===== config.mk =====
export PLATFORM = sky130hd
export DESIGN_NAME = virq_cpu_if
export DESIGN_NICKNAME = d
export VERILOG_FILES = /design/src/virq_if_pkg.sv /design/src/virq_cpu_if.sv
export SDC_FILE = /design/constraint.sdc
export NUM_CORES = 1
export LEC_CHECK = 0
export BUFFER_PORTS_ARGS = -buffer_cell sky130_fd_sc_hd__buf_2
export CORE_UTILIZATION = 62
export DETAILED_ROUTE_END_ITERATION = 10
export PLACE_DENSITY_LB_ADDON = 0.1
export SLEW_MARGIN = 15
export SYNTH_ARGS = -nofsm -noshare
export SYNTH_HDL_FRONTEND = slang
export SYNTH_SLANG_ARGS = --single-unit

===== constraint.sdc =====
create_clock -name clk_i -period 3.7 [get_ports clk_i]
set_input_delay 0.37 -clock clk_i [delete_from_list [all_inputs] [get_ports clk_i]]
set_output_delay 0.37 -clock clk_i [all_outputs]
set_load 0.01 [all_outputs]

===== src/virq_if_pkg.sv =====
// Overview of operation
// - Identification word: product, version, revision, implementer fields
// - Version codes one to four; others reserved
// - Implementer: continuation, zero bit, identity code
// - Signal only priorities numerically below mask
// - Unimplemented low mask bits read zero
// - Mask and control-view alias share storage
// - Running priority; idle reads 0xFF or 0xF8
// - Omitted status register reads zero, ignores writes
// - No violation recording under system-register access
// - Write to read-only location sets bit 3
// - Read of write-only location sets bit 2
// - Write to reserved location sets bit 1
// - Read of reserved location sets bit 0
// - Writing one clears a violation flag
// - Reserved control-bank addresses read zero, ignore writes
// - Sixteen list words at 0x100 to 0x13C
// - Active-priority words 0xF0-0xFC, reset zero
// - Empty-list bits of implemented entries reset one
// - Acknowledge sets, end-of-interrupt clears lowest bit
package virq_if_pkg;

  // ****************************************************************
  // Virtual interface bank offsets
  // ****************************************************************
  localparam logic [11:0] VOFF_MASK     = 12'h004; // Priority mask
  localparam logic [11:0] VOFF_ACK      = 12'h00c; // Acknowledge, read-only
  localparam logic [11:0] VOFF_EOI      = 12'h010; // End of interrupt, write-only
  localparam logic [11:0] VOFF_RUNPRI   = 12'h014; // Running priority
  localparam logic [11:0] VOFF_HIPEND   = 12'h018; // Highest pending, read-only
  localparam logic [11:0] VOFF_STATUS   = 12'h02c; // Access error status
  localparam logic [11:0] VOFF_IDENT    = 12'h0fc; // Identification

  // ****************************************************************
  // Control bank offsets
  // ****************************************************************
  localparam logic [11:0] HOFF_CTRL     = 12'h000; // Hypervisor control
  localparam logic [11:0] HOFF_TYPE     = 12'h004; // Interface type
  localparam logic [11:0] HOFF_VMCR     = 12'h008; // Machine control view
  localparam logic [11:0] HOFF_MAINT    = 12'h010; // Maintenance status
  localparam logic [11:0] HOFF_EOISTAT  = 12'h020; // End of interrupt status
  localparam logic [11:0] HOFF_EMPTY    = 12'h030; // Empty list status
  localparam logic [11:0] HOFF_APR_LO   = 12'h0f0; // First active-priority word
  localparam logic [11:0] HOFF_APR_HI   = 12'h0fc; // Last active-priority word
  localparam logic [11:0] HOFF_LR_LO    = 12'h100; // First list entry
  localparam logic [11:0] HOFF_LR_HI    = 12'h13c; // Last list entry

  // ****************************************************************
  // Field positions and codes
  // ****************************************************************
  localparam int          ID_PROD_LSB   = 20;      // Product [31:20]
  localparam int          ID_ARCH_LSB   = 16;      // Version [19:16]
  localparam int          ID_REV_LSB    = 12;      // Revision [15:12]
  localparam int          ID_CONT_LSB   = 8;       // Continuation [11:8]
  localparam int          VMCR_MASK_LSB = 24;      // Alias field [31:24]
  localparam int          TYPE_PRI_LSB  = 29;      // Priority bits [31:29]
  localparam int          ERR_WR_RO     = 3;       // write_readonly_flag
  localparam int          ERR_RD_WO     = 2;       // read_writeonly_flag
  localparam int          ERR_WR_RSV    = 1;       // write_reserved_flag
  localparam int          ERR_RD_RSV    = 0;       // read_reserved_flag
  localparam int          CTRL_EN_BIT   = 0;       // Signalling enable
  localparam logic [3:0]  ARCH_V1       = 4'h1;    // Version one
  localparam logic [3:0]  ARCH_V4       = 4'h4;    // Version four, mapped
  localparam logic [7:0]  IDLE_PRI_FULL = 8'hff;   // Idle running priority
  localparam logic [7:0]  IDLE_PRI_5BIT = 8'hf8;   // Idle with five bits
  localparam int          NUM_LR_MAX    = 16;      // List entries storage
  localparam int          NUM_APR_MAX   = 4;       // Active words storage

  // ****************************************************************
  // Carrier and state types
  // ****************************************************************
  typedef struct packed {
    logic        valid;                            // Access this cycle
    logic        write;                            // 1 write, 0 read
    logic [11:0] addr;                             // Byte offset
    logic [31:0] wdata;                            // Write data
  } bus_req_type;

  typedef struct packed {
    logic        valid;                            // Read data valid
    logic [31:0] rdata;                            // Read data
  } bus_rsp_type;

  typedef struct packed {
    logic [7:0]                     mask;          // Shared priority mask
    logic [23:0]                    vmcr_rest;     // Other view bits
    logic [31:0]                    ctrl;          // Hypervisor control
    logic [3:0]                     err;           // Violation flags
    logic [NUM_APR_MAX-1:0][31:0]   apr;           // Active priorities
    logic [NUM_LR_MAX-1:0][31:0]    lr;            // List entries
    bus_rsp_type                    vrsp;          // Virtual bank answer
    bus_rsp_type                    hrsp;          // Control bank answer
    logic                           irq;           // Signal to element
  } state_type;

  localparam state_type STATE_RST = '0;            // All zero after reset

endpackage : virq_if_pkg

===== src/virq_cpu_if.sv =====
`timescale 1ns/1ps
`default_nettype none
module virq_cpu_if
  import virq_if_pkg::*;
#(
  parameter int         PRIO_BITS  = 5,            // Implemented priority bits
  parameter int         NUM_LR     = 16,           // Implemented list entries
  parameter bit         HAS_STATUS = 1'b1,         // Error status present
  parameter logic [3:0] ARCH_VER   = 4'h3,         // Architecture version
  parameter logic [11:0] PRODUCT   = 12'h0a5,      // Arbitrary product value
  parameter logic [3:0] REVISION   = 4'h1,         // Arbitrary revision
  parameter logic [3:0] IMPL_CONT  = 4'h1,         // Arbitrary continuation
  parameter logic [6:0] IMPL_CODE  = 7'h2a         // Arbitrary identity code
) (
  input  wire logic        clk_i,                  // Clock, 200 MHz
  input  wire logic        rstn_i,                 // Async reset, low
  input  wire bus_req_type vreq_i,                 // Virtual bank access
  output bus_rsp_type      vrsp_o,                 // Virtual bank answer
  input  wire bus_req_type hreq_i,                 // Control bank access
  output bus_rsp_type      hrsp_o,                 // Control bank answer
  input  wire logic        sysreg_en_i,            // System-register path on
  input  wire logic        pend_valid_i,           // Candidate interrupt
  input  wire logic [7:0]  pend_prio_i,            // Candidate priority
  input  wire logic        ack_i,                  // Acknowledge event
  input  wire logic [7:0]  ack_prio_i,             // Acknowledged priority
  input  wire logic        eoi_i,                  // End-of-interrupt event
  output logic             irq_o                   // Interrupt to element
);

  // ****************************************************************
  // Elaboration checks
  // ****************************************************************
  if (PRIO_BITS < 5 || PRIO_BITS > 7) begin : g_bad_prio
    $error("PRIO_BITS must be 5 to 7");
  end
  if (NUM_LR < 1 || NUM_LR > NUM_LR_MAX) begin : g_bad_lr
    $error("NUM_LR must be 1 to 16");
  end
  if (ARCH_VER < ARCH_V1 || ARCH_VER > ARCH_V4) begin : g_bad_arch
    $error("ARCH_VER is a reserved code");
  end

  // ****************************************************************
  // Derived constants
  // ****************************************************************
  localparam int        SHIFT     = 8 - PRIO_BITS;         // Dropped low bits
  localparam int        APR_WORDS = 1 << (PRIO_BITS - 5);  // Implemented words
  localparam logic [7:0] MASK_KEEP = 8'(8'hff << SHIFT);    // Writable mask bits
  localparam logic [7:0] IDLE_PRI  = (PRIO_BITS == 5) ? IDLE_PRI_5BIT : IDLE_PRI_FULL;
  localparam logic [31:0] IDENT_WORD = {PRODUCT, ARCH_VER, REVISION, IMPL_CONT,
                                        1'b0, IMPL_CODE};
  localparam logic [31:0] TYPE_WORD  = 32'(PRIO_BITS - 1) << TYPE_PRI_LSB;

  // ****************************************************************
  // State
  // ****************************************************************
  state_type s_r;                                  // Registered state
  state_type s_nxt;                                // Next state

  logic        act_found;                          // Some active bit set
  logic [6:0]  act_idx;                            // Lowest set active bit
  logic [7:0]  run_pri;                            // Running priority
  logic [31:0] empty_bits;                         // Empty list status

  // ****************************************************************
  // Lowest active bit search
  // ****************************************************************
  // lowest set bit wins
  always_comb begin
    act_found = 1'b0;
    act_idx   = 7'h00;
    for (int i = (NUM_APR_MAX * 32) - 1; i >= 0; i--) begin
      // Walk downward so the lowest index is kept last
      if (s_r.apr[i / 32][i % 32]) begin
        act_found = 1'b1;
        act_idx   = 7'(i);
      end
    end
  end

  // ****************************************************************
  // Running priority
  // ****************************************************************
  always_comb begin
    if (act_found) begin
      run_pri = 8'({1'b0, act_idx} << SHIFT);
    end else begin
      run_pri = IDLE_PRI;
    end
  end

  // ****************************************************************
  // Empty list status
  // ****************************************************************
  always_comb begin
    empty_bits = 32'h0000_0000;
    for (int n = 0; n < NUM_LR; n++) begin
      empty_bits[n] = (s_r.lr[n] == 32'h0000_0000);
    end
  end

  // ****************************************************************
  // Next-state logic
  // ****************************************************************
  always_comb begin
    logic [3:0]  err_set;                          // Violations this cycle
    logic [3:0]  err_clr;                          // Flags written with one
    logic [6:0]  ack_idx;                          // Bit for acknowledge
    logic [1:0]  aw;                               // Active word index
    logic [3:0]  lw;                               // List entry index
    err_set = 4'h0;
    err_clr = 4'h0;
    ack_idx = 7'h00;
    aw      = 2'h0;
    lw      = 4'h0;
    s_nxt   = s_r;

    // Answers default to a zero word
    s_nxt.vrsp.valid = vreq_i.valid & ~vreq_i.write;
    s_nxt.vrsp.rdata = 32'h0000_0000;
    s_nxt.hrsp.valid = hreq_i.valid & ~hreq_i.write;
    s_nxt.hrsp.rdata = 32'h0000_0000;

    // Priority drop on end of interrupt
    if (eoi_i && act_found) begin
      s_nxt.apr[act_idx[6:5]][act_idx[4:0]] = 1'b0;
    end
    // Active bit on acknowledge
    if (ack_i) begin
      ack_idx = 7'(ack_prio_i >> SHIFT);
      s_nxt.apr[ack_idx[6:5]][ack_idx[4:0]] = 1'b1;
    end

    // Control bank decode
    if (hreq_i.valid) begin
      if (hreq_i.addr == HOFF_CTRL) begin
        // Control word
        if (hreq_i.write) begin
          s_nxt.ctrl = hreq_i.wdata;
        end
        s_nxt.hrsp.rdata = s_r.ctrl;
      end else if (hreq_i.addr == HOFF_TYPE) begin
        // Read-only type word
        s_nxt.hrsp.rdata = TYPE_WORD;
      end else if (hreq_i.addr == HOFF_VMCR) begin
        if (hreq_i.write) begin
          s_nxt.mask      = hreq_i.wdata[VMCR_MASK_LSB +: 8] & MASK_KEEP;
          s_nxt.vmcr_rest = hreq_i.wdata[23:0];
        end
        s_nxt.hrsp.rdata = {s_r.mask, s_r.vmcr_rest};
      end else if (hreq_i.addr == HOFF_MAINT || hreq_i.addr == HOFF_EOISTAT) begin
        // Maintenance logic absent, reads zero
        s_nxt.hrsp.rdata = 32'h0000_0000;
      end else if (hreq_i.addr == HOFF_EMPTY) begin
        // Empty list bits
        s_nxt.hrsp.rdata = empty_bits;
      end else if (hreq_i.addr >= HOFF_APR_LO && hreq_i.addr <= HOFF_APR_HI) begin
        aw = hreq_i.addr[3:2];
        if (32'(aw) < APR_WORDS) begin
          if (hreq_i.write) begin
            s_nxt.apr[aw] = hreq_i.wdata;
          end
          s_nxt.hrsp.rdata = s_r.apr[aw];
        end
      end else if (hreq_i.addr >= HOFF_LR_LO && hreq_i.addr <= HOFF_LR_HI) begin
        lw = hreq_i.addr[5:2];
        if (32'(lw) < NUM_LR) begin
          if (hreq_i.write) begin
            s_nxt.lr[lw] = hreq_i.wdata;
          end
          s_nxt.hrsp.rdata = s_r.lr[lw];
        end
      end else begin
        s_nxt.hrsp.rdata = 32'h0000_0000;
      end
    end

    // Virtual bank decode
    if (vreq_i.valid) begin
      if (vreq_i.addr == VOFF_MASK) begin
        if (vreq_i.write) begin
          s_nxt.mask = vreq_i.wdata[7:0] & MASK_KEEP;
        end
        s_nxt.vrsp.rdata = {24'h00_0000, s_r.mask};
      end else if (vreq_i.addr == VOFF_RUNPRI) begin
        s_nxt.vrsp.rdata = {24'h00_0000, run_pri};
        err_set[ERR_WR_RO] = vreq_i.write;
      end else if (vreq_i.addr == VOFF_IDENT) begin
        s_nxt.vrsp.rdata = IDENT_WORD;
        err_set[ERR_WR_RO] = vreq_i.write;
      end else if (vreq_i.addr == VOFF_ACK || vreq_i.addr == VOFF_HIPEND) begin
        // Served elsewhere; reads zero here
        // write to read-only
        err_set[ERR_WR_RO] = vreq_i.write;
      end else if (vreq_i.addr == VOFF_EOI) begin
        err_set[ERR_RD_WO] = ~vreq_i.write;
      end else if (vreq_i.addr == VOFF_STATUS) begin
        if (HAS_STATUS) begin
          if (vreq_i.write) begin
            err_clr = vreq_i.wdata[3:0];
          end
          s_nxt.vrsp.rdata = {28'h000_0000, s_r.err};
        end
      end else begin
        err_set[ERR_WR_RSV] = vreq_i.write;
        err_set[ERR_RD_RSV] = ~vreq_i.write;
      end
    end

    // Violation flags; a new violation beats a clear
    if (!HAS_STATUS) begin
      s_nxt.err = 4'h0;
    end else if (sysreg_en_i) begin
      s_nxt.err = s_r.err & ~err_clr;
    end else begin
      s_nxt.err = (s_r.err & ~err_clr) | err_set;
    end

    s_nxt.irq = pend_valid_i & s_r.ctrl[CTRL_EN_BIT] & (pend_prio_i < s_r.mask);
  end

  // ****************************************************************
  // State register
  // ****************************************************************
  always_ff @(posedge clk_i or negedge rstn_i) begin
    if (!rstn_i) begin
      s_r <= STATE_RST;
    end else begin
      s_r <= s_nxt;
    end
  end

  // ****************************************************************
  // Outputs
  // ****************************************************************
  assign vrsp_o = s_r.vrsp;
  assign hrsp_o = s_r.hrsp;
  assign irq_o  = s_r.irq;

endmodule : virq_cpu_if
`default_nettype wire


==> summary.md, run 1 <==
| Metric | Value |
|---|---|
| Cell area after layout | 40700 um2 |
| DR pass1 iterations | 7 |
| Share of cells above drive strength 1 | 38.1% |
| Layout area overhead | 11.4% |
| CP bufs+invs | 1 |
| Worst min path class | input port to flop |
| DRC Markers | 0 |
| R2R depth | 9 |
| Most area-consuming cells after synthesis | dfrtp_1, mux2_2, mux4_2 |
| Setup bufs post-CTS | 0 |
| Synth top cells by count | dfrtp_1, mux2_2, nor4_1, mux4_2 |
| Vias in the first global route | 26100 |
| Final setup margin | 0.157 ns |
| Outcome | complete, no violations |
| Flops & latches, synth | 752 |
| Max clock buf depth | 3 |
| DR WL/cell | 28.8 um |
| Final Core Density | 70.2% |
| Hold_sp | vreq_i[1] |
| Total power | 20.0 mW |
| Async S/R FF share, synth | 100% |
| Root buf cell | clkbuf_16 |
| Hold_ws | 0.0254 ns |
| Top delay family on crit path | simple AND/OR/NAND/NOR gates |
| Post-synth top area cell | dfrtp_1 |
| Ys Warns | 0 |
| Setup_tns | 0 ns |
| Starting DRT DRC Count | 2529 |
| Critical Path Sink Type | flop |
| Initial antenna violation count | 3 |
| Syn Area/Cell | 12.9 um2 |
| Kind of critical path | flop to flop |
| Post-synthesis sequential area ratio | 51.6% |
| Period minus WS final | 3.54 ns |
| Gr usage total | 36.8% |
| Max-cap violations | 0 |
| Cts bufs inserted | 79 |
| RR Endpoint | s_r[688]$_DFF_PN0_ |
| Critical path's largest stage delay | 0.61 ns |
| Row count | 88 |
| Post-Place Worst Slack | -0.0272 ns |
| Largest net degree at the start of global routing | 131 |
| Post-synth top area share | 51.6% |
| Cell Area, Placed | 37900 um2 |
| Worst hold stages | 4 |
| Placed Cells incl. Taps | 3579 |
| I/O Pins | 181 |
| Crit path cell chain | nor4_1, nand4_1, nor4_2, a21oi_2, nand2b_4, or3_4, nor3_1, buf_4, a21boi_0 |
| Count leader, synth | dfrtp_1 |
| # clock sinks | 752 |
| Final Cycle Share | 95.8% |
| RePlAce Congestion | 0.992 |
| Filler-free cell count of the finished design | 3729 |
| Die area | 59800 um2 |
| CTS H-Tree Depth | 3 |
| Via density | 6.89 |
| # port buffers | 137 |
| Clock skew | 0.0248 ns |
| Die Span X | 245 um |
| Nets@finish | 3025 |
| Worst r2r src | s_r[582]$_DFF_PN0_ |
| Worst slew pin tran | 0.901 ns |
| Final setup vio count | 0 |
| Clock latency on the worst-skew pair | 0.64 ns |
| Hpwl dp | 76700 um |
| Distinct cells, synth | 83 |
| Core Region | 57900 um2 |
| Top FF cell, synth | dfrtp_1 |
| FF-to-FF setup slack | 0.16 ns |
| Slew Limit Fails | 0 |
| First-pass GRT wire length | 164000 um |
| Startpoint Class | flop |
| Post-synth EDFFs | 0 |
| Crit path max fanout | 7 |
| Total number of vias | 25700 |
| Worst Path Required | 4.18 ns |
| Worst path slowest cell | nor4_1 |
| Initial Util | 63.0% |
| Congestion Overflow GR | 0 |
| Hold Path End | s_r[708]$_DFF_PN0_ |
| Worst endpoint data arrival time | 4.03 ns |
| Max Fclk | 282 MHz |
| Final Hold Viols | 0 |
| Area of the mapped netlist | 36500 um2 |
| Reg clk slew, reported paths | 0.06 ns |
| Post-Route WL | 107000 um |
| Pwr/cell area | 492 nW/um2 |
| Max IR drop VDD | 0.594 mV |
| Die height | 245 um |
| Post-synthesis cell count | 2834 |
| RSZ-0062 raised after global routing | false |
| Max-slew headroom | 39.4% |
| Leakage | 19.4 nW |
| CTS tree | done |
| Detail Route Antenna Nets | 0 |
-- how the worst max path moves through the flow --
stage / end / from / depth (start not counted) / slack (ns)
finish: s_r[688]$_DFF_PN0_ / s_r[582]$_DFF_PN0_ / 9 / 0.16
global route: s_r[688]$_DFF_PN0_ / s_r[582]$_DFF_PN0_ / 9 / 0.02
CTS: s_r[614]$_DFF_PN0_ / s_r[688]$_DFF_PN0_ / 11 / 0.20
detailed placement: s_r[657]$_DFF_PN0_ / s_r[688]$_DFF_PN0_ / 11 / -0.03
global placement: s_r[613]$_DFF_PN0_ / s_r[688]$_DFF_PN0_ / 11 / 0.10
floorplan: hrsp_o[0]$_DFF_PN0_ / hreq_i[34] / 7 / 0.92
-- tightest hold or removal path, delay by kind of cell --
family	cells	cell delay, ns
simple gates	2	0.10
buf+inv	1	0.08
compound gates	1	0.07
-- report_power, final --
group | switching [mW] | leakage (nW) | internal [mW] | total, mW
sequential | 0.325 | 10.3 | 8.41 | 8.74
combinational | 2.14 | 7.68 | 0.947 | 3.08
clock | 3.34 | 1.33 | 4.84 | 8.18
-- logic make-up (layout without fill, tap and decap cells) --
kind of cell / Yosys count / in the layout / share of synthesized area, %
flops: 752 / 752 / 51.6
mux: 733 / 733 / 27.5
simple gates: 651 / 651 / 9.53
compound gates: 388 / 388 / 7.26
buf+inv: 301 / 415 / 3.83
fa+ha+maj: 7 / 7 / 0.240
other cells: 1 / 17 / 0.0103
xor+xnor: 1 / 1 / 0.0240
-- layer usage --
metal	vias up	part of all wire [%]	global-route usage [%]
li1	10800	-	-
met1	13500	39	49.0
met2	1135	49	59.6
met3	277	6.6	6.20
met4	0	5.2	16.9
met5	-	0	0
-- cells in the final DEF, fill, tap and decap left out, drive strengths merged, types with 9 or more instances in the layout --
| master | instances |
|---|---|
| nand2b | 14 |
| nand3 | 32 |
| nor2 | 134 |
| o22a | 12 |
| o22ai | 11 |
| nor2b | 25 |
| conb | 16 |
| a31oi | 18 |
| nor4 | 174 |
| o32a | 10 |
| inv | 42 |
| buf | 228 |
| mux4 | 160 |
| clkinv | 10 |
| clkbuf | 120 |
| a22oi | 18 |
| o21ai | 77 |
| nand4 | 41 |
| a21oi | 73 |
| dfrtp | 752 |
| dlygate4sd3 | 9 |
| nand2 | 133 |
| nor3 | 40 |
| o21a | 45 |
| nand3b | 9 |
| and3 | 10 |
| mux2 | 568 |
| a222oi | 15 |
| a21boi | 41 |
-- final cells by class --
type,count,area (um2)
clock inverter,21,292
fill,4047,17300
sequential,752,18800
inverter,37,139
multi-input combinational,1796,16400
tap,765,957
timing repair buffer,238,1630
antenna,1,2.50
clock buffer,119,2400
-- timing repair --
action                                  in CTS  in global routing
cloned                                       0                  0
gates resized for setup                      1                  3
endpoints found under the hold margin       84                  0
hold buffers                                 9                  0
endpoints found under the setup margin      12                 29
pin swaps                                    0                  0
Note: power is estimated with default switching activity, not from simulation.
==> run 2: changes to the inputs <==
- CTS_BUF_LIST: not set -> sky130_fd_sc_hd__clkbuf_8
==> run 2 against run 1 <==
Effect of this change: clock skew up 0.012 ns; largest cell class unchanged; sequential share of layout area shrank 0.078 points; final area is 0.17% higher.
==> summary.md, run 2 (synthesized netlist as in run 1, its figures left out) <==
| Metric | Value |
|---|---|
| Outcome | complete, no violations |
| Final setup vio count | 0 |
| Worst path depth | 9 |
| Die Span X | 245 um |
| Initial antenna violation count | 5 |
| Leakage | 19.6 nW |
| Final Hold Viols | 0 |
| Kind of critical path | flop to flop |
| # clock sinks | 752 |
| Crit path cell chain | nor4_1, nand4_1, nor4_2, a21oi_2, nand2b_4, or3_4, nor3_1, buf_4, a21boi_0 |
| CTS tree | done |
| Sw frac | 30.0% |
| Net Sw Power | 5.85 mW |
| Critical Path Sink Type | flop |
| Gr usage total | 36.8% |
| First-pass GRT wire length | 164000 um |
| RSZ-0062 raised after global routing | false |
| R2R depth | 9 |
| Largest net degree at the start of global routing | 131 |
| Detail Route Antenna Nets | 0 |
| Combinational power share | 15.9% |
| DR WL/cell | 28.1 um |
| Worst endpoint data arrival time | 4.12 ns |
| Die area | 59800 um2 |
| Max-cap violations | 0 |
| Internal Power | 13.6 mW |
| Share of cells above drive strength 1 | 39.1% |
| Hold_sp | vreq_i[39] |
| Clock skew | 0.0364 ns |
| Layout area overhead | 11.6% |
| Setup bufs post-CTS | 0 |
| Max clock buf depth | 3 |
| Total number of vias | 25800 |
| Critical path's largest stage delay | 0.63 ns |
| DRC Markers | 0 |
| Total power | 19.5 mW |
| Slew Limit Fails | 0 |
| Initial Util | 63.0% |
| Congestion Overflow GR | 0 |
| Starting DRT DRC Count | 2611 |
| I/O Pins | 181 |
| Reg clk slew, reported paths | 0.06 ns |
| Startpoint Class | flop |
| Max Fclk | 285 MHz |
| Worst slew pin tran | 0.915 ns |
| Vias in the first global route | 26400 |
| Final Cycle Share | 95.0% |
| Max-slew headroom | 38.4% |
| CP bufs+invs | 1 |
| Cts bufs inserted | 121 |
| Crit path launch | s_r[582]$_DFF_PN0_ |
| Clock Power Share | 39.2% |
| Worst path slowest cell | nor4_1 |
| Top delay family on crit path | simple AND/OR/NAND/NOR gates |
| Root buf cell | clkbuf_8 |
| Row count | 88 |
| Pwr/cell area | 478 nW/um2 |
| Worst hold stages | 4 |
| Worst min path class | input port to flop |
| RePlAce Congestion | 0.992 |
| Max IR drop VDD | 0.334 mV |
| Seq pwr share | 44.9% |
| Post-Route WL | 108000 um |
| Period minus WS final | 3.51 ns |
| Worst Path Required | 4.30 ns |
| Clock latency on the worst-skew pair | 0.76 ns |
| # port buffers | 137 |
| Most frequent cells in the layout | dfrtp_1, mux2_2, clkbuf_8, nor4_1, mux4_2 |
| Die height | 245 um |
| Crit path max fanout | 7 |
| Core Region | 57900 um2 |
| DR pass1 iterations | 7 |
| Hpwl dp | 76700 um |
| Nets@finish | 3077 |
| Most common cell after layout, fill and taps aside | dfrtp_1 |
| Via density | 6.75 |
| Worst r2r src | s_r[582]$_DFF_PN0_ |
| Hold_ws | 0.0729 ns |
| CTS H-Tree Depth | 3 |
-- run 2: stage by stage --
stage                     setup WS [ns]  instances  TNS, ns  utilization (%)  area [um2]
after global routing             0.0418       3819        0             70.3       40700
after global placement            0.104       3579        0             65.4       37900
after floorplan                   0.917       2849        0                -       36500
after CTS                         0.176       3818        0             70.3       40700
final                             0.185       3822        0             70.3       40700
after detailed placement        -0.0272       3579   -0.155             65.4       37900
-- run 2: power groups by stage --
stage	Clock, mW	Combinational (mW)	Sequential (mW)
2_1_floorplan	0	1.58	8.74
3_3_place_gp	0	2.97	8.86
3_5_place_dp	0	2.99	8.87
4_1_cts	7.76	3.01	8.72
5_1_grt	8.13	3.26	8.75
6_report	7.64	3.09	8.74
-- run 2: worst paths after layout --
kind	end	slack [ns]
setup / recovery	s_r[688]$_DFF_PN0_	0.19
setup reg to reg	s_r[688]$_DFF_PN0_	0.19
hold / removal	vrsp_o[25]$_DFF_PN0_	0.07
min in group asynchronous	s_r[684]$_DFF_PN0_	0.25
hold reg to reg	hrsp_o[18]$_DFF_PN0_	0.48
max in group asynchronous	asynchronous set/reset pin	2.25
-- run 2: layout make-up --
class,instances,area (um2)
Fill cell,4111,17200
Sequential cell,752,18800
Antenna cell,4,10.0
Clock inverter,54,367
Multi-Input combinational cell,1796,16400
Tap cell,765,957
Inverter,37,139
Clock buffer,166,2280
Timing Repair Buffer,248,1730
-- run 2: worst register-to-register path, delay by kind of cell (launching register included) --
family	cells	cell delay (ns)
AOI/OAI and AO/OA	2	0.26
DFF	1	0.46
and+or+nand+nor	6	2.44
buffers and inverters	1	0.23
-- run 2: what timing repair did --
| action | 4_1_cts | 5_1_grt |
|---|---|---|
| hold buffers | 19 | 0 |
| hold endpoints to repair | 99 | 0 |
| gates resized for setup | 1 | 3 |
| gates cloned | 0 | 0 |
| endpoints found under the setup margin | 13 | 27 |
-- run 2: per-layer routing --
layer | track usage, % | wire length, um | up-vias
met1 | 48.2 | 42100 | 13400
li1 | - | - | 10900
met2 | 59.3 | 52200 | 1174
met4 | 17.3 | 5480 | 2
met5 | 0 | 9 | -
met3 | 7.53 | 7810 | 291
